File: config.mk
export PLATFORM = sky130hd
export DESIGN_NAME = hsp_port_a
export DESIGN_NICKNAME = d
export VERILOG_FILES = /design/src/include/hsp_pkg.sv /design/src/rtl/hsp_port_a.sv
export SDC_FILE = /design/constraint.sdc
export NUM_CORES = 1
export LEC_CHECK = 0
export BUFFER_PORTS_ARGS = -buffer_cell sky130_fd_sc_hd__buf_4
export CAP_MARGIN = 25
export CORE_UTILIZATION = 40
export DETAILED_ROUTE_END_ITERATION = 10
export PLACE_DENSITY_LB_ADDON = 0.2
export SLEW_MARGIN = 20
export SYNTH_ARGS = -nofsm -noshare
export SYNTH_HDL_FRONTEND = slang
export SYNTH_SLANG_ARGS = --single-unit
File: constraint.sdc
create_clock -name i_sys_clk -period 4.3 [get_ports i_sys_clk]
set_input_delay 0.215 -clock i_sys_clk [delete_from_list [all_inputs] [get_ports i_sys_clk]]
set_output_delay 0.215 -clock i_sys_clk [all_outputs]
set_load 0.1 [all_outputs]
File: src/include/hsp_pkg.sv
// package for the port a configuration register bank
// Overview of operation
// - writing one to soft reset resets port state machines, bit self-clears
// - with port enable zero the port ignores its pins and the insertion input and takes in no cells
// - configured invalid flag goes into every 130-byte cell written in from the pins
// - inserted cells always carry invalid flag of one
// - counter enable one counts 23-bit counter on each external tick, zero holds it at zero
// - sync mode field 14:13 selects mode a, b, c; 11 is reserved
// - reserved bits 29:18 ignore writes and read zero
// - buffer map bits mark buffers of this port, buffers 0 and 1 at reset
// - serial mode bit one makes port take data on lowest pin only
package hsp_pkg;
  localparam logic [7:0] OFF_CFG0 = 8'h80;
  localparam logic [7:0] OFF_CFG1 = 8'h84;
  localparam logic [7:0] OFF_EVT = 8'h88;
  localparam logic [7:0] OFF_EVTEN = 8'h8c;
  localparam logic [7:0] OFF_MASK = 8'h90;
  localparam logic [7:0] OFF_ROUTE0 = 8'h94;
  localparam logic [7:0] OFF_ROUTE1 = 8'h98;
  localparam logic [7:0] OFF_FWIN = 8'h9c;
  localparam logic [7:0] OFF_FCTL = 8'ha0;
  localparam logic [7:0] OFF_IWIN = 8'ha4;
  localparam logic [7:0] OFF_ICTL0 = 8'ha8;
  localparam logic [7:0] OFF_ICTL1 = 8'hac;
  localparam logic [7:0] OFF_STAT = 8'hc0;
  localparam int B_RST = 31;
  localparam int B_EN = 30;
  localparam int B_SIF = 17;
  localparam int B_SCC = 16;
  localparam int B_SER = 8;
  localparam logic [31:0] CFG0_WMASK = 32'h4003_ffff;
  localparam logic [31:0] CFG0_RST = 32'h0000_0003;
  localparam logic [31:0] CFG1_WMASK = 32'h0000_5fff;
  localparam logic [22:0] CNT_ZERO = 23'h00_0000;
  localparam logic [1:0] SYNC_RESERVED_BLOCK = 2'h3;
  typedef enum logic [1:0] {HSP_SYNC_A, HSP_SYNC_B, HSP_SYNC_C,
    HSP_SYNC_X} hsp_sync_t;
  typedef struct packed {
    logic [7:0] data;
    logic last;
    logic ins;
    logic [2:0] buf_idx;
  } hsp_word_t;
  typedef struct packed {
    logic [7:0] data;
    logic last;
    logic ins;
    logic timestamp_invalid_flag;
    logic [2:0] buf_idx;
  } hsp_cell_t;
endpackage

File: src/rtl/hsp_port_a.sv
// port a configuration registers and data front end
//
// Design decision made here: register access over APB.
`timescale 1ns/1ps
`default_nettype none
module hsp_port_a
  import hsp_pkg::*;
(
  input wire logic i_sys_clk,
  input wire logic i_arst_n,
  input wire logic psel,
  input wire logic penable,
  input wire logic pwrite,
  input wire logic [7:0] paddr,
  input wire logic [31:0] pwdata,
  output logic [31:0] prdata,
  output logic pready,
  output logic pslverr,
  input wire logic i_pin_valid,
  input wire logic [7:0] i_pin_data,
  input wire logic i_pin_last,
  input wire logic [2:0] i_pin_buf,
  output logic o_pin_ready,
  input wire logic i_ins_valid,
  input wire logic [7:0] i_ins_data,
  input wire logic i_ins_last,
  output logic o_ins_ready,
  input wire logic i_ext_clk_tick,
  output logic o_cell_valid,
  output var hsp_cell_t o_cell,
  input wire logic i_cell_ready,
  output logic [22:0] o_sys_count,
  output logic [1:0] o_sync_mode,
  output logic o_cell130_filter_option
);
  logic [31:0] cfg0;
  logic [31:0] cfg1;
  logic [31:0] gen_reg [0:9];
  logic soft_rst;
  logic wr_en;
  logic rd_en;
  logic [3:0] gidx;
  logic gsel;
  logic [7:0] ser_sh;
  logic [2:0] ser_cnt;
  logic in_v;
  hsp_word_t in_w;
  logic in_rdy;
  hsp_cell_t buf_q [0:1];
  logic [1:0] cnt_q;
  logic wp;
  logic rp;
  logic [22:0] sys_cnt;
  logic [15:0] words_in;
  logic [7:0] ser_byte_next;
  logic port_en;
  logic [31:0] rd_mux;

  function automatic logic [3:0] gen_index(input logic [7:0] a);
    gen_index = 4'((a - OFF_EVT) >> 2);
  endfunction

  assign pready = 1'b1;
  assign wr_en = psel & penable & pwrite;
  assign rd_en = psel & ~pwrite;
  assign gidx = gen_index(paddr);
  assign gsel = (paddr >= OFF_EVT) && (paddr <= OFF_ICTL1)
    && (paddr[1:0] == 2'h0);
  assign pslverr = psel & penable & ~(gsel || paddr == OFF_CFG0 ||
    paddr == OFF_CFG1 || (paddr >= 8'hb0 && paddr <= 8'hbf) ||
    paddr == OFF_STAT);
  assign port_en = cfg0[B_EN];
  assign o_sync_mode = cfg0[14:13];
  assign o_cell130_filter_option = cfg0[12];
  assign o_sys_count = sys_cnt;

  // configuration word 0 with self-clearing soft reset
  always_ff @(posedge i_sys_clk or negedge i_arst_n) begin
    if (!i_arst_n) begin
      cfg0 <= CFG0_RST;
    end else if (wr_en && paddr == OFF_CFG0) begin
      cfg0 <= pwdata & CFG0_WMASK;
    end
  end

  // soft reset pulse, read always returns zero
  always_ff @(posedge i_sys_clk or negedge i_arst_n) begin
    if (!i_arst_n) begin
      soft_rst <= 1'b0;
    end else begin
      soft_rst <= wr_en && paddr == OFF_CFG0 && pwdata[B_RST];
    end
  end

  always_ff @(posedge i_sys_clk or negedge i_arst_n) begin
    if (!i_arst_n) begin
      cfg1 <= 32'h0000_0000;
    end else if (wr_en && paddr == OFF_CFG1) begin
      cfg1 <= pwdata & CFG1_WMASK;
    end
  end

  // remaining words are plain storage for other functions
  always_ff @(posedge i_sys_clk or negedge i_arst_n) begin
    if (!i_arst_n) begin
      for (int i = 0; i < 10; i++) begin
        gen_reg[i] <= 32'h0000_0000;
      end
    end else if (wr_en && gsel) begin
      gen_reg[gidx] <= pwdata;
    end
  end

  always_comb begin
    rd_mux = 32'h0000_0000;
    if (paddr == OFF_CFG0) begin
      rd_mux = cfg0;
    end else if (paddr == OFF_CFG1) begin
      rd_mux = cfg1;
    end else if (gsel) begin
      rd_mux = gen_reg[gidx];
    end else if (paddr == OFF_STAT) begin
      rd_mux = {words_in, 14'h0000, cnt_q};
    end
  end

  always_ff @(posedge i_sys_clk or negedge i_arst_n) begin
    if (!i_arst_n) begin
      prdata <= 32'h0000_0000;
    end else if (rd_en && !penable) begin
      prdata <= rd_mux;
    end
  end

  // system clock counter on external tick
  always_ff @(posedge i_sys_clk or negedge i_arst_n) begin
    if (!i_arst_n) begin
      sys_cnt <= CNT_ZERO;
    end else if (!cfg0[B_SCC] || soft_rst) begin
      sys_cnt <= CNT_ZERO;
    end else if (i_ext_clk_tick) begin
      sys_cnt <= sys_cnt + 23'h00_0001;
    end
  end

  // serial deserialiser on lowest data pin
  assign ser_byte_next = cfg0[9] ? {i_pin_data[0], ser_sh[7:1]}
    : {ser_sh[6:0], i_pin_data[0]};
  always_ff @(posedge i_sys_clk or negedge i_arst_n) begin
    if (!i_arst_n) begin
      ser_sh <= 8'h00;
      ser_cnt <= 3'h0;
    end else if (soft_rst || !port_en || !cfg0[B_SER]) begin
      ser_sh <= 8'h00;
      ser_cnt <= 3'h0;
    end else if (i_pin_valid && o_pin_ready && pin_ok) begin
      ser_sh <= ser_byte_next;
      ser_cnt <= ser_cnt + 3'h1;
    end
  end

  // pick source: insertion first, then pins
  logic pin_ok;
  logic filt_ok;
  assign filt_ok = !cfg0[12] || o_sync_mode != SYNC_RESERVED_BLOCK;
  assign pin_ok = port_en && cfg0[i_pin_buf] && filt_ok;
  always_comb begin
    in_v = 1'b0;
    in_w = '0;
    if (port_en && i_ins_valid) begin
      in_v = 1'b1;
      in_w = '{data: i_ins_data, last: i_ins_last, ins: 1'b1,
        buf_idx: 3'h0};
    end else if (pin_ok && i_pin_valid) begin
      in_v = !cfg0[B_SER] || ser_cnt == 3'h7;
      in_w = '{data: cfg0[B_SER] ? ser_byte_next : i_pin_data,
        last: i_pin_last, ins: 1'b0, buf_idx: i_pin_buf};
    end
  end
  assign in_rdy = cnt_q != 2'h2;
  assign o_ins_ready = port_en && in_rdy;
  assign o_pin_ready = port_en && in_rdy && !i_ins_valid;

  // two-entry buffer toward the receiver
  always_ff @(posedge i_sys_clk or negedge i_arst_n) begin
    if (!i_arst_n) begin
      buf_q[0] <= '0;
      buf_q[1] <= '0;
      wp <= 1'b0;
      rp <= 1'b0;
      cnt_q <= 2'h0;
      words_in <= 16'h0000;
    end else if (soft_rst) begin
      wp <= 1'b0;
      rp <= 1'b0;
      cnt_q <= 2'h0;
      words_in <= 16'h0000;
    end else begin
      if (in_v && in_rdy) begin
        buf_q[wp] <= '{data: in_w.data, last: in_w.last, ins: in_w.ins,
          timestamp_invalid_flag: in_w.ins ? 1'b1 : cfg0[B_SIF],
          buf_idx: in_w.buf_idx};
        wp <= ~wp;
        words_in <= words_in + 16'h0001;
      end
      if (o_cell_valid && i_cell_ready) begin
        rp <= ~rp;
      end
      cnt_q <= cnt_q + 2'((in_v && in_rdy) ? 1 : 0)
        - 2'((o_cell_valid && i_cell_ready) ? 1 : 0);
    end
  end
  assign o_cell_valid = cnt_q != 2'h0;
  assign o_cell = buf_q[rp];
endmodule
`default_nettype wire

==> load_flow_metrics.sql, run 1 <==
INSERT INTO impl_metrics (metric_group, metric, value, unit) VALUES
('status', 'status', 'complete, no violations', ''),
('logic_synthesis', 'synth.cells.most_frequent', 'sky130_fd_sc_hd__dfrtp_1, sky130_fd_sc_hd__mux2_2, sky130_fd_sc_hd__nand2_1', ''),
('logic_synthesis', 'share_of_synthesized_cell_area_in_and_or_nand_and_nor_gates', '6.97', '%'),
('timing', 'final-max-slew-violation-count', '0', ''),
('layout', 'fillers', '4851', ''),
('route', 'num_vias', '14300', ''),
('route', 'detail_route.vias_per_cell', '5.49', ''),
('route', 'drc', '0', ''),
('layout', 'instances_no_fill', '2597', ''),
('worst_setup_path', 'timing.critical_path.arrival', '3.28', 'ns'),
('clocking', 'quantity_of_gates_resized_following_cts', '0', ''),
('layout', 'synthToLayoutAreaGrowth', '16.8', '%'),
('logic_synthesis', 'netlist-cell-type-count', '73', ''),
('worst_setup_path', 'crit_path_cell_trace', 'a21oi_1 > a41oi_4 > buf_4 > nand2b_1 > mux2_2', ''),
('logic_synthesis', 'mappedNetlistArea', '22200', 'sq um'),
('grt', 'grt_pass1_wl', '90800', 'microns'),
('power_and_ir_drop', 'p_leak', '12.3', 'nW'),
('placed_design', 'detailedPlace.worstSlack', '1.23', 'ns'),
('worst_setup_path', 'critical-path-slowest-cell', 'sky130_fd_sc_hd__dfrtp_1', ''),
('worst_setup_path', 'path_buf_inv', '1', ''),
('route', 'detail-route-antenna-nets', '0', ''),
('clocking', 'cts.root.buffer_cell', 'sky130_fd_sc_hd__clkbuf_16', ''),
('worst_setup_path', 'critical_path_required', '4.77', 'ns'),
('logic_synthesis', 'synthDominantCellAreaShare', '52.4', '%'),
('grt', 'remaining_overflow_grt', '0', ''),
('logic_synthesis', 'synth_instances', '1663', ''),
('worst_setup_path', 'start_kind', 'register', ''),
('job', 'count_of_maximum_capacitance_violations', '0', ''),
('clocking', 'latest_clock_arrival_within_the_worst_skew_pair', '0.59', 'ns'),
('logic_synthesis', 'synth-adder-area-share', '0.394', '%'),
('timing', 'final_min_period_over_clock_period', '65.2', '%'),
('timing', 'pnr_worst_setup_slack', '1.50', 'ns'),
('grt', 'grt_use_total', '20.7', '%'),
('timing', 'slew_headroom', '33.8', '%'),
('clocking', 'clk_transition_reported_paths', '0.06', 'ns'),
('hold_path', 'min_path_type', 'input pin to register', ''),
('floorplanning', 'fp.dieH', '238', 'microns'),
('placed_design', 'gpl.final_weighted_congestion', '0.791', ''),
('placed_design', 'dpl.cell_count', '2466', ''),
('floorplanning', 'die_wd', '238', 'microns'),
('logic_synthesis', 'synth_xor_xnor_area_share', '1.09', '%'),
('clocking', 'cts_sinks', '468', ''),
('layout', 'post_route_cells_drive_above_1_share', '39.4', '%'),
('power_and_ir_drop', 'pwr_density_cell', '380', 'nW/um^2'),
('logic_synthesis', 'synth_seq_cells', '468', ''),
('floorplanning', 'core', '55000', 'sq um'),
('route', 'drt-pass1-iter-count', '4', ''),
('grt', 'grt_pass1_vias', '14900', ''),
('timing', 'unrepaired_setup_endpoints_after_global_routing', 'no', ''),
('logic_synthesis', 'synth-edff-count', '0', ''),
('logic_synthesis', 'yosys-mux-area-fraction', '28.7', '%'),
('clocking', 'cts_max_path_buffers', '3', ''),
('worst_setup_path', 'critPathTopFamily', 'flip-flops', ''),
('logic_synthesis', 'netlist_top_cells_area', 'sky130_fd_sc_hd__dfrtp_1, sky130_fd_sc_hd__mux2_2, sky130_fd_sc_hd__mux4_2', ''),
('grt', 'grt_max_degree', '106', ''),
('power_and_ir_drop', 'power.ir.vdd_worst', '0.253', 'mV'),
('floorplanning', 'start_util', '40.5', '%'),
('floorplanning', 'io-pin-count', '147', ''),
('logic_synthesis', 'synth.yosys.warnings', '0', ''),
('clocking', 'cts_htree_levels', '2', ''),
('floorplanning', 'rows', '86', ''),
('logic_synthesis', 'synth-compound-area-share', '6.68', '%'),
('timing', 'final_layout_setup_total_negative_slack', '0', 'ns'),
('layout', 'largest_register_ffs', '320', ''),
('logic_synthesis', 'synthesis.nets', '1740', ''),
('logic_synthesis', 'synth.yosys.seq_area_share', '52.6', '%'),
('logic_synthesis', 'average_cell_area_after_synthesis', '13.4', 'sq um'),
('timing', 'timing_worst_slew_pin_value', '0.994', 'ns'),
('timing', 'period_needed', '2.80', 'ns'),
('logic_synthesis', 'yosys.area.top_type', 'sky130_fd_sc_hd__dfrtp_1', ''),
('layout', 'fin_nets', '1887', '');
## power by group
| part | switching, mW | internal [mW] |
|---|---|---|
| Clock | 1.78 | 2.54 |
| Sequential | 0.0886 | 4.49 |
| Combinational | 0.678 | 0.311 |
## final timing paths
path	cells past startpoint	end	slack, ns	start
worst min-delay path	4	buf_q[11]	0.03	i_ins_data[5]
worst max register to register	5	buf_q[26]	1.50	cfg0[8]
worst min register to register	1	gen_reg[237]	0.48	gen_reg[237]
min in group asynchronous	2	words_in[9]	0.31	i_arst_n
worst max-delay path	5	buf_q[26]	1.50	cfg0[8]
max in group asynchronous	3	gen_reg[245]	2.83	i_arst_n
## cell usage in the layout (no fill, tap or decap), drive strengths merged, types with 6 or more instances in the layout
master	synthesis	layout
dfrtp	466	466
mux2	410	410
buf	69	184
nand2	85	85
clkbuf	60	81
a21oi	69	69
o21ai	64	64
mux4	57	57
nor2	49	49
dlygate4sd3	0	40
mux2i	35	35
nand3	32	32
and3	20	20
inv	19	19
or3	17	17
o31ai	15	15
nand4	15	15
nor3	15	15
xnor2	14	14
o221ai	12	12
xor2	12	12
a31oi	10	10
o2bb2ai	10	10
clkinv	2	10
nand2b	9	9
a221oi	9	9
ha	7	7
or4	7	7
nor4	6	6
## per-layer routing
layer	vias up	wire length (microns)	global-route usage, %
li1	6397	-	-
met1	7471	27100	29.7
met2	310	26200	32.3
met3	69	2970	4.06
met4	6	1050	4.89
met5	-	41	0
## worst min-delay path, delay by kind of cell
kind	cells	cell delay (ns)
AO/OA/AOI/OAI	1	0.10
buffers and inverters	1	0.08
multiplexers	1	0.16
AND/OR/NAND/NOR	1	0.04
## metrics by stage
| step | hold WS [ns] | instance area, sq um | util (%) |
|---|---|---|---|
| after global routing | 0.0314 | 26000 | 47.3 |
| after global placement | 0.354 | 24000 | 43.6 |
| final | 0.0308 | 26000 | 47.3 |
| after CTS | 0.000793 | 26000 | 47.3 |
| after floorplan | -0.0806 | 22200 | - |
| after detailed placement | 0.368 | 24000 | 43.6 |
## area by class of cell
| type | count | area [sq um] | share of cell area, % |
|---|---|---|---|
| timing repair buffer | 224 | 1860 | 7.14 |
| multi-input combinational | 1045 | 9780 | 37.6 |
| clock buffer | 81 | 1530 | 5.89 |
| inverter | 21 | 78.8 | 0.303 |
| clock inverter | 10 | 104 | 0.400 |
| tap | 748 | 936 | 3.60 |
| sequential | 468 | 11700 | 45.1 |
## repair_timing
action / in CTS / in global routing
buffers inserted: 0 / 0
endpoints found under the hold margin: 459 / 0
hold buffers: 40 / 0
## logic make-up after synthesis
family / after synthesis
and+or+nand+nor: 279
AOI/OAI and AO/OA: 230
DFF: 468
other: 1
buffers and inverters: 150
muxes: 502
adders and majority gates: 7
xor gates and xnor gates: 26
No activity file was read; power rests on OpenSTA's default activity.
==> run 2, diff against run 1 <==
Settings changed: ABC_AREA set to 1.
Clock period 4.3 ns to 2.71 ns, I/O delays scaled along.
==> load_flow_metrics.sql, run 2 <==
INSERT INTO impl_metrics (metric_group, metric, value, unit) VALUES
('status', 'status', 'complete, no violations', ''),
('logic_synthesis', 'synth.yosys.seq_area_share', '52.7', '%'),
('timing', 'period_needed', '2.39', 'ns'),
('layout', 'layout.cells.most_common', 'sky130_fd_sc_hd__nand2_1', ''),
('route', 'drt_first_iter_violations', '1592', ''),
('worst_setup_path', 'crit_path_max_fo', '15', ''),
('worst_setup_path', 'worst_path_largest_cell_delay', '0.65', 'ns'),
('route', 'drc', '0', ''),
('placed_design', 'gpl.final_weighted_congestion', '0.887', ''),
('timing', 'fmaxAchievable', '418', 'MHz'),
('floorplanning', 'rows', '86', ''),
('timing', 'unrepaired_setup_endpoints_after_global_routing', 'no', ''),
('placed_design', 'placement.io_buffers', '145', ''),
('floorplanning', 'fp.dieH', '238', 'microns'),
('logic_synthesis', 'synth_seq_cells', '468', ''),
('timing', 'worst_clock_skew', '0.0168', 'ns'),
('floorplanning', 'design.die.area', '56500', 'sq um'),
('layout', 'post-route-util', '47.0', '%'),
('floorplanning', 'core', '55000', 'sq um'),
('floorplanning', 'io-pin-count', '147', ''),
('layout', 'fin_nets', '2795', ''),
('grt', 'grt_max_degree', '70', ''),
('logic_synthesis', 'yosys.area.top_type', 'sky130_fd_sc_hd__dfrtp_1', ''),
('clocking', 'quantity_of_gates_resized_following_cts', '0', ''),
('layout', 'layout.cells.most_common_list', 'sky130_fd_sc_hd__nand2_1, sky130_fd_sc_hd__dfrtp_1, sky130_fd_sc_hd__o21ai_1', ''),
('layout', 'multi_input_comb_area', '8870', 'sq um'),
('layout', 'fillers', '5360', ''),
('worst_setup_path', 'sort_of_element_at_the_end_of_the_critical_path', 'register', ''),
('logic_synthesis', 'synth.yosys.warnings', '0', ''),
('logic_synthesis', 'synth_ff_type', 'sky130_fd_sc_hd__dfrtp_1', ''),
('clocking', 'cts_max_path_buffers', '3', ''),
('power_and_ir_drop', 'power.ir.vdd_worst', '0.576', 'mV'),
('power_and_ir_drop', 'p_leak', '12.2', 'nW'),
('timing', 'timing_worst_slew_pin_value', '0.831', 'ns'),
('timing', 'final_layout_setup_total_negative_slack', '0', 'ns'),
('floorplanning', 'die_wd', '238', 'microns'),
('timing', 'setup_violating_endpoint_count_in_the_final_report', '0', ''),
('logic_synthesis', 'average_cell_area_after_synthesis', '8.57', 'sq um'),
('grt', 'grt_use_total', '24.0', '%'),
('power_and_ir_drop', 'pwr_density_cell', '627', 'nW/um^2'),
('grt', 'remaining_overflow_grt', '0', ''),
('logic_synthesis', 'ys_async_sr_fraction', '100', '%'),
('layout', 'final_area', '25800', 'sq um'),
('clocking', 'clock_buffer_count_from_cts', '52', ''),
('route', 'detail-route-antenna-nets', '0', ''),
('layout', 'seqCellArea', '11700', 'sq um'),
('grt', 'grt_pass1_vias', '17700', ''),
('route', 'wirelength_routed', '67500', 'microns'),
('route', 'detail_route.vias_per_cell', '5.34', ''),
('route', 'drt-pass1-iter-count', '5', ''),
('timing', 'final_min_period_over_clock_period', '88.3', '%'),
('logic_synthesis', 'netlist-cell-type-count', '50', ''),
('timing', 'slew_headroom', '44.4', '%'),
('placed_design', 'placement.cell_area', '23900', 'sq um'),
('worst_setup_path', 'critPathTopFamily', 'simple AND/OR/NAND/NOR gates', ''),
('timing', 'holdWs', '0.0311', 'ns'),
('clocking', 'latest_clock_arrival_within_the_worst_skew_pair', '0.61', 'ns'),
('logic_synthesis', 'synth-edff-count', '0', ''),
('job', 'count_of_maximum_capacitance_violations', '0', ''),
('logic_synthesis', 'synth_instances', '2592', ''),
('worst_setup_path', 'critical_path_required', '3.19', 'ns'),
('worst_setup_path', 'critical-path-slowest-cell', 'sky130_fd_sc_hd__nand4_1', ''),
('worst_setup_path', 'timing.critical_path.arrival', '2.87', 'ns'),
('logic_synthesis', 'yosysMostFrequentCell', 'sky130_fd_sc_hd__nand2_1', ''),
('hold_path', 'min_path_type', 'input pin to register', ''),
('worst_setup_path', 'crit_path_cell_trace', 'inv_1 > or2_2 > nand4_1 > nand2_1 > nand4_1 > nand2_1 > nand2_1', ''),
('placed_design', 'dp_hpwl', '44700', 'microns'),
('logic_synthesis', 'synth.cells.most_frequent', 'sky130_fd_sc_hd__nand2_1, sky130_fd_sc_hd__dfrtp_1, sky130_fd_sc_hd__o21ai_1', ''),
('layout', 'synthToLayoutAreaGrowth', '16.3', '%'),
('timing', 'final-max-slew-violation-count', '0', ''),
('worst_setup_path', 'crit_path_frequent_cell', 'sky130_fd_sc_hd__nand2_1', ''),
('grt', 'antenna_found_initial', '2', ''),
('worst_setup_path', 'path_buf_inv', '1', ''),
('route', 'post_drt_wl_per_cell', '19.3', 'microns'),
('logic_synthesis', 'mappedNetlistArea', '22200', 'sq um'),
('worst_setup_path', 'path_class', 'register to register', ''),
('timing', 'pnr_worst_setup_slack', '0.316', 'ns'),
('clocking', 'cts.root.buffer_cell', 'sky130_fd_sc_hd__clkbuf_16', ''),
('logic_synthesis', 'netlist_top_cells_area', 'sky130_fd_sc_hd__dfrtp_1, sky130_fd_sc_hd__nand2_1, sky130_fd_sc_hd__o21ai_1', ''),
('timing', 'finalHoldViolations', '0', ''),
('grt', 'grt_pass1_wl', '105000', 'microns'),
('logic_synthesis', 'synthDominantCellAreaShare', '52.5', '%'),
('floorplanning', 'start_util', '40.4', '%'),
('layout', 'largest_register_ffs', '320', ''),
('clocking', 'post_cts_buffers', '0', ''),
('clocking', 'cts_sinks', '468', ''),
('clocking', 'ctsHoldBuffers', '25', ''),
('placed_design', 'detailedPlace.worstSlack', '0.318', 'ns'),
('route', 'num_vias', '18700', ''),
('logic_synthesis', 'synthesis.nets', '2670', ''),
('layout', 'post_route_cells_drive_above_1_share', '15.2', '%'),
('clocking', 'clk_transition_reported_paths', '0.06', 'ns'),
('clocking', 'tritoncts', 'built', ''),
('clocking', 'cts_htree_levels', '2', ''),
('worst_setup_path', 'start_kind', 'register', ''),
('worst_setup_path', 'regToRegSetupSlack', '0.32', 'ns');
-- run 2: cell types whose count changed after synthesis, sizes merged, moves of 37 or more --
| cell | delta |
|---|---|
| buf | +37 |
| inv | +108 |
| mux2 | -410 |
| mux4 | -57 |
| nand2 | +721 |
| nand3 | +40 |
| nor2 | +102 |
| o21ai | +422 |
| o22ai | +65 |
-- run 2: metal layers --
metal	vias up	track usage (%)	share of wire [%]
met5	-	0	0.019
met4	2	6.86	2.4
met3	110	3.94	6.2
met2	565	36.9	45
met1	9168	34.7	46
li1	8888	-	-
-- run 2: tightest hold or removal path: stages --
cell and delay, ns:
sky130_fd_sc_hd__buf_4 0.12, sky130_fd_sc_hd__inv_1 0.10, sky130_fd_sc_hd__nor3_1 0.10, sky130_fd_sc_hd__nand3_1 0.08
sky130_fd_sc_hd__nand2_1 0.05
-- run 2: worst paths after layout --
kind / endpoint / depth (start not counted) / startpoint
min in group asynchronous: o_sys_count[17] / 2 / i_arst_n
setup reg to reg: buf_q[17] / 7 / cfg0[8]
hold reg to reg: gen_reg[270] / 2 / gen_reg[270]
hold / removal: buf_q[15] / 5 / i_pin_buf[1]
max in group asynchronous: gen_reg[184] / 3 / i_arst_n
setup / recovery: buf_q[17] / 7 / cfg0[8]
-- run 2: logic make-up after synthesis --
logic type / Yosys count / share of synthesized area (%)
flip-flops: 468 / 52.7
adder cells (fa/ha/maj): 8 / 0.451
buffers and inverters: 297 / 7.47
XOR/XNOR: 19 / 0.817
other: 1 / 0.0169
AND/OR/NAND/NOR: 1122 / 21.1
AO/OA/AOI/OAI: 677 / 17.4
-- run 2: power by group --
part	internal (mW)	switching, mW	total (mW)
Clock	4.20	2.89	7.09
Combinational	0.475	1.33	1.80
Sequential	7.14	0.151	7.29
-- run 2: final cells by class --
| class | instances | area share (%) |
|---|---|---|
| Clock inverter | 13 | 0.499 |
| Sequential cell | 468 | 45.4 |
| Multi-Input combinational cell | 1827 | 34.3 |
| Clock buffer | 80 | 6.15 |
| Timing Repair Buffer | 241 | 8.20 |
| Inverter | 127 | 1.85 |
| Tap cell | 748 | 3.62 |
| Antenna cell | 1 | 0.00969 |
-- run 2: per-stage QoR --
stage                     std cells  power (mW)
after floorplan                2592        8.40
after global placement         3386        9.16
after detailed placement       3386        9.18
after CTS                      3504        16.3
after global routing           3505        16.8
final                          3505        16.2
==> run 3, diff against run 2 <==
Settings changed: CELL_PAD_IN_SITES_DETAIL_PLACEMENT set to 2, CELL_PAD_IN_SITES_GLOBAL_PLACEMENT set to 2, CORE_UTILIZATION 40 to 38, MAX_ROUTING_LAYER set to met4.
==> load_flow_metrics.sql, run 3 (same netlist as run 2, synthesis figures left out) <==
INSERT INTO impl_metrics (metric_group, metric, value, unit) VALUES
('status', 'status', 'complete, no violations', ''),
('floorplanning', 'io-pin-count', '147', ''),
('grt', 'remaining_overflow_grt', '0', ''),
('floorplanning', 'die_wd', '244', 'microns'),
('route', 'wirelength_routed', '84000', 'microns'),
('placed_design', 'gpl.final_weighted_congestion', '0.860', ''),
('route', 'drt-pass1-iter-count', '5', ''),
('route', 'detail-route-antenna-nets', '0', ''),
('worst_setup_path', 'crit_path_max_fo', '16', ''),
('worst_setup_path', 'r2r.worst_path.cells', '11', ''),
('placed_design', 'detailedPlace.worstSlack', '0.249', 'ns'),
('placed_design', 'dpl.cell_count', '3407', ''),
('route', 'drc', '0', ''),
('power_and_ir_drop', 'p_leak', '12.2', 'nW'),
('clocking', 'ctsHoldBuffers', '22', ''),
('layout', 'largest_register_ffs', '320', ''),
('route', 'drt_first_iter_violations', '1034', ''),
('hold_path', 'min_path_type', 'input pin to register', ''),
('floorplanning', 'core', '57700', 'sq um'),
('clocking', 'cts_sinks', '468', ''),
('layout', 'fillers', '6375', ''),
('worst_setup_path', 'sort_of_element_at_the_end_of_the_critical_path', 'output port', ''),
('power_and_ir_drop', 'pwr_density_cell', '654', 'nW/um^2'),
('worst_setup_path', 'critical-path-slowest-cell', 'sky130_fd_sc_hd__dfrtp_1', ''),
('grt', 'grt_max_degree', '80', ''),
('layout', 'synthToLayoutAreaGrowth', '17.0', '%'),
('timing', 'period_needed', '2.50', 'ns'),
('grt', 'grt_pass1_vias', '22000', ''),
('grt', 'grt_pass1_wl', '132000', 'microns'),
('floorplanning', 'design.die.area', '59400', 'sq um'),
('hold_path', 'hold-path-cell-count', '5', ''),
('route', 'num_vias', '19700', ''),
('layout', 'layout.cells.most_common_list', 'sky130_fd_sc_hd__nand2_1, sky130_fd_sc_hd__dfrtp_1, sky130_fd_sc_hd__o21ai_1', ''),
('timing', 'final_min_period_over_clock_period', '92.1', '%'),
('clocking', 'latest_clock_arrival_within_the_worst_skew_pair', '0.63', 'ns'),
('worst_setup_path', 'crit_path_frequent_cell', 'sky130_fd_sc_hd__nand2_1', ''),
('timing', 'finalHoldViolations', '0', ''),
('timing', 'holdWs', '0.0178', 'ns'),
('hold_path', 'timing.hold.worst_endpoint', 'buf_q[16]', ''),
('layout', 'instances_no_fill', '3529', ''),
('clocking', 'cts_htree_levels', '2', ''),
('placed_design', 'placement.io_buffers', '145', ''),
('layout', 'layout.cells.most_common', 'sky130_fd_sc_hd__nand2_1', ''),
('clocking', 'clk_transition_reported_paths', '0.06', 'ns'),
('worst_setup_path', 'critical_path_required', '2.57', 'ns'),
('timing', 'fmaxAchievable', '401', 'MHz'),
('timing', 'slew_headroom', '42.3', '%'),
('placed_design', 'placement.cell_area', '23900', 'sq um'),
('worst_setup_path', 'regToRegSetupSlack', '0.41', 'ns'),
('timing', 'timing_worst_slew_pin_value', '0.866', 'ns'),
('hold_path', 'timing.hold.worst.start', 'i_pin_buf[2]', ''),
('floorplanning', 'fp.dieH', '244', 'microns'),
('layout', 'final_area', '26000', 'sq um'),
('worst_setup_path', 'crit_path_cell_trace', 'inv_1 > nand2_1 > nand2_1 > buf_4', ''),
('worst_setup_path', 'worst_path_largest_cell_delay', '0.75', 'ns'),
('worst_setup_path', 'timing.critical_path.arrival', '2.36', 'ns'),
('grt', 'antenna_found_initial', '0', ''),
('clocking', 'quantity_of_gates_resized_following_cts', '0', ''),
('floorplanning', 'start_util', '38.5', '%'),
('worst_setup_path', 'path_class', 'register to output port', ''),
('worst_setup_path', 'regToRegStartpoint', 'ser_cnt[0]', ''),
('timing', 'final_layout_setup_total_negative_slack', '0', 'ns'),
('job', 'count_of_maximum_capacitance_violations', '0', ''),
('worst_setup_path', 'critical_path.reg2reg.endpoint', 'cnt_q[1]', ''),
('route', 'detail_route.vias_per_cell', '5.59', ''),
('floorplanning', 'rows', '88', ''),
('timing', 'setup_violating_endpoint_count_in_the_final_report', '0', ''),
('clocking', 'clock_buffer_count_from_cts', '53', ''),
('timing', 'unrepaired_setup_endpoints_after_global_routing', 'no', ''),
('layout', 'fin_nets', '2798', ''),
('layout', 'post_route_cells_drive_above_1_share', '15.6', '%'),
('power_and_ir_drop', 'power.ir.vdd_worst', '0.446', 'mV'),
('worst_setup_path', 'start_kind', 'register', ''),
('route', 'post_drt_wl_per_cell', '23.8', 'microns'),
('timing', 'final-max-slew-violation-count', '0', ''),
('grt', 'grt_use_total', '29.5', '%'),
('timing', 'worst_clock_skew', '0.0294', 'ns'),
('clocking', 'cts_max_path_buffers', '3', ''),
('placed_design', 'dp_hpwl', '54400', 'microns'),
('worst_setup_path', 'critPathTopFamily', 'flip-flops', ''),
('worst_setup_path', 'path_buf_inv', '2', ''),
('clocking', 'tritoncts', 'built', ''),
('clocking', 'post_cts_buffers', '0', ''),
('timing', 'pnr_worst_setup_slack', '0.214', 'ns'),
('clocking', 'cts.root.buffer_cell', 'sky130_fd_sc_hd__clkbuf_16', '');
-- run 3: changes by cell type in the layout (fill, tap and decap cells not counted), sizes merged --
cell / previous run / this run
buf: 216 / 220
bufinv: 2 / 7
clkbuf: 80 / 79
clkinv: 7 / 11
clkinvlp: 1 / 0
diode: 1 / 2
dlygate4sd3: 25 / 22
inv: 130 / 128
-- run 3: worst min-delay path: cells and delay by family --
kind / cells / cell delay, ns
buffers and inverters: 2 / 0.19
AND/OR/NAND/NOR: 3 / 0.27
-- run 3: layout make-up --
class	instances	area, sq um	share of cell area [%]
Sequential cell	468	11700	45.1
Multi-Input combinational cell	1827	8870	34.1
Timing Repair Buffer	243	2080	8.00
Clock buffer	78	1590	6.12
Tap cell	765	957	3.68
Inverter	127	477	1.83
Clock inverter	19	297	1.14
Antenna cell	2	5.00	0.0193
-- run 3: how the worst max path moves through the flow --
stage,to,slack (ns),startpoint,depth (start not counted)
floorplan,ser_sh[1],0.03,cnt_q[1],8
global placement,prdata[22],0.37,paddr[3],12
detailed placement,prdata[22],0.25,paddr[3],12
CTS,o_cell[11],0.17,rp,4
global route,o_cell[1],0.09,rp,4
finish,o_cell[11],0.21,rp,4
-- run 3: through the flow --
| step | total power [mW] | util, % |
|---|---|---|
| after floorplan | 8.40 | - |
| after global placement | 9.19 | 41.3 |
| after detailed placement | 9.25 | 41.3 |
| after CTS | 17.1 | 45.0 |
| after global routing | 17.5 | 45.0 |
| final | 17.0 | 45.0 |
-- run 3: power breakdown --
part           switching (mW)  internal [mW]
registers               0.163           7.14
logic                    1.40          0.474
clock network            3.09           4.73
-- run 3: metal layers --
layer | vias to the layer above | GRT usage [%] | share of wire [%]
met2 | 419 | 49.2 | 50
met5 | - | - | 0
li1 | 8869 | - | -
met3 | 133 | 4.12 | 4.1
met4 | 0 | 7.33 | 2.2
met1 | 10300 | 37.8 | 44
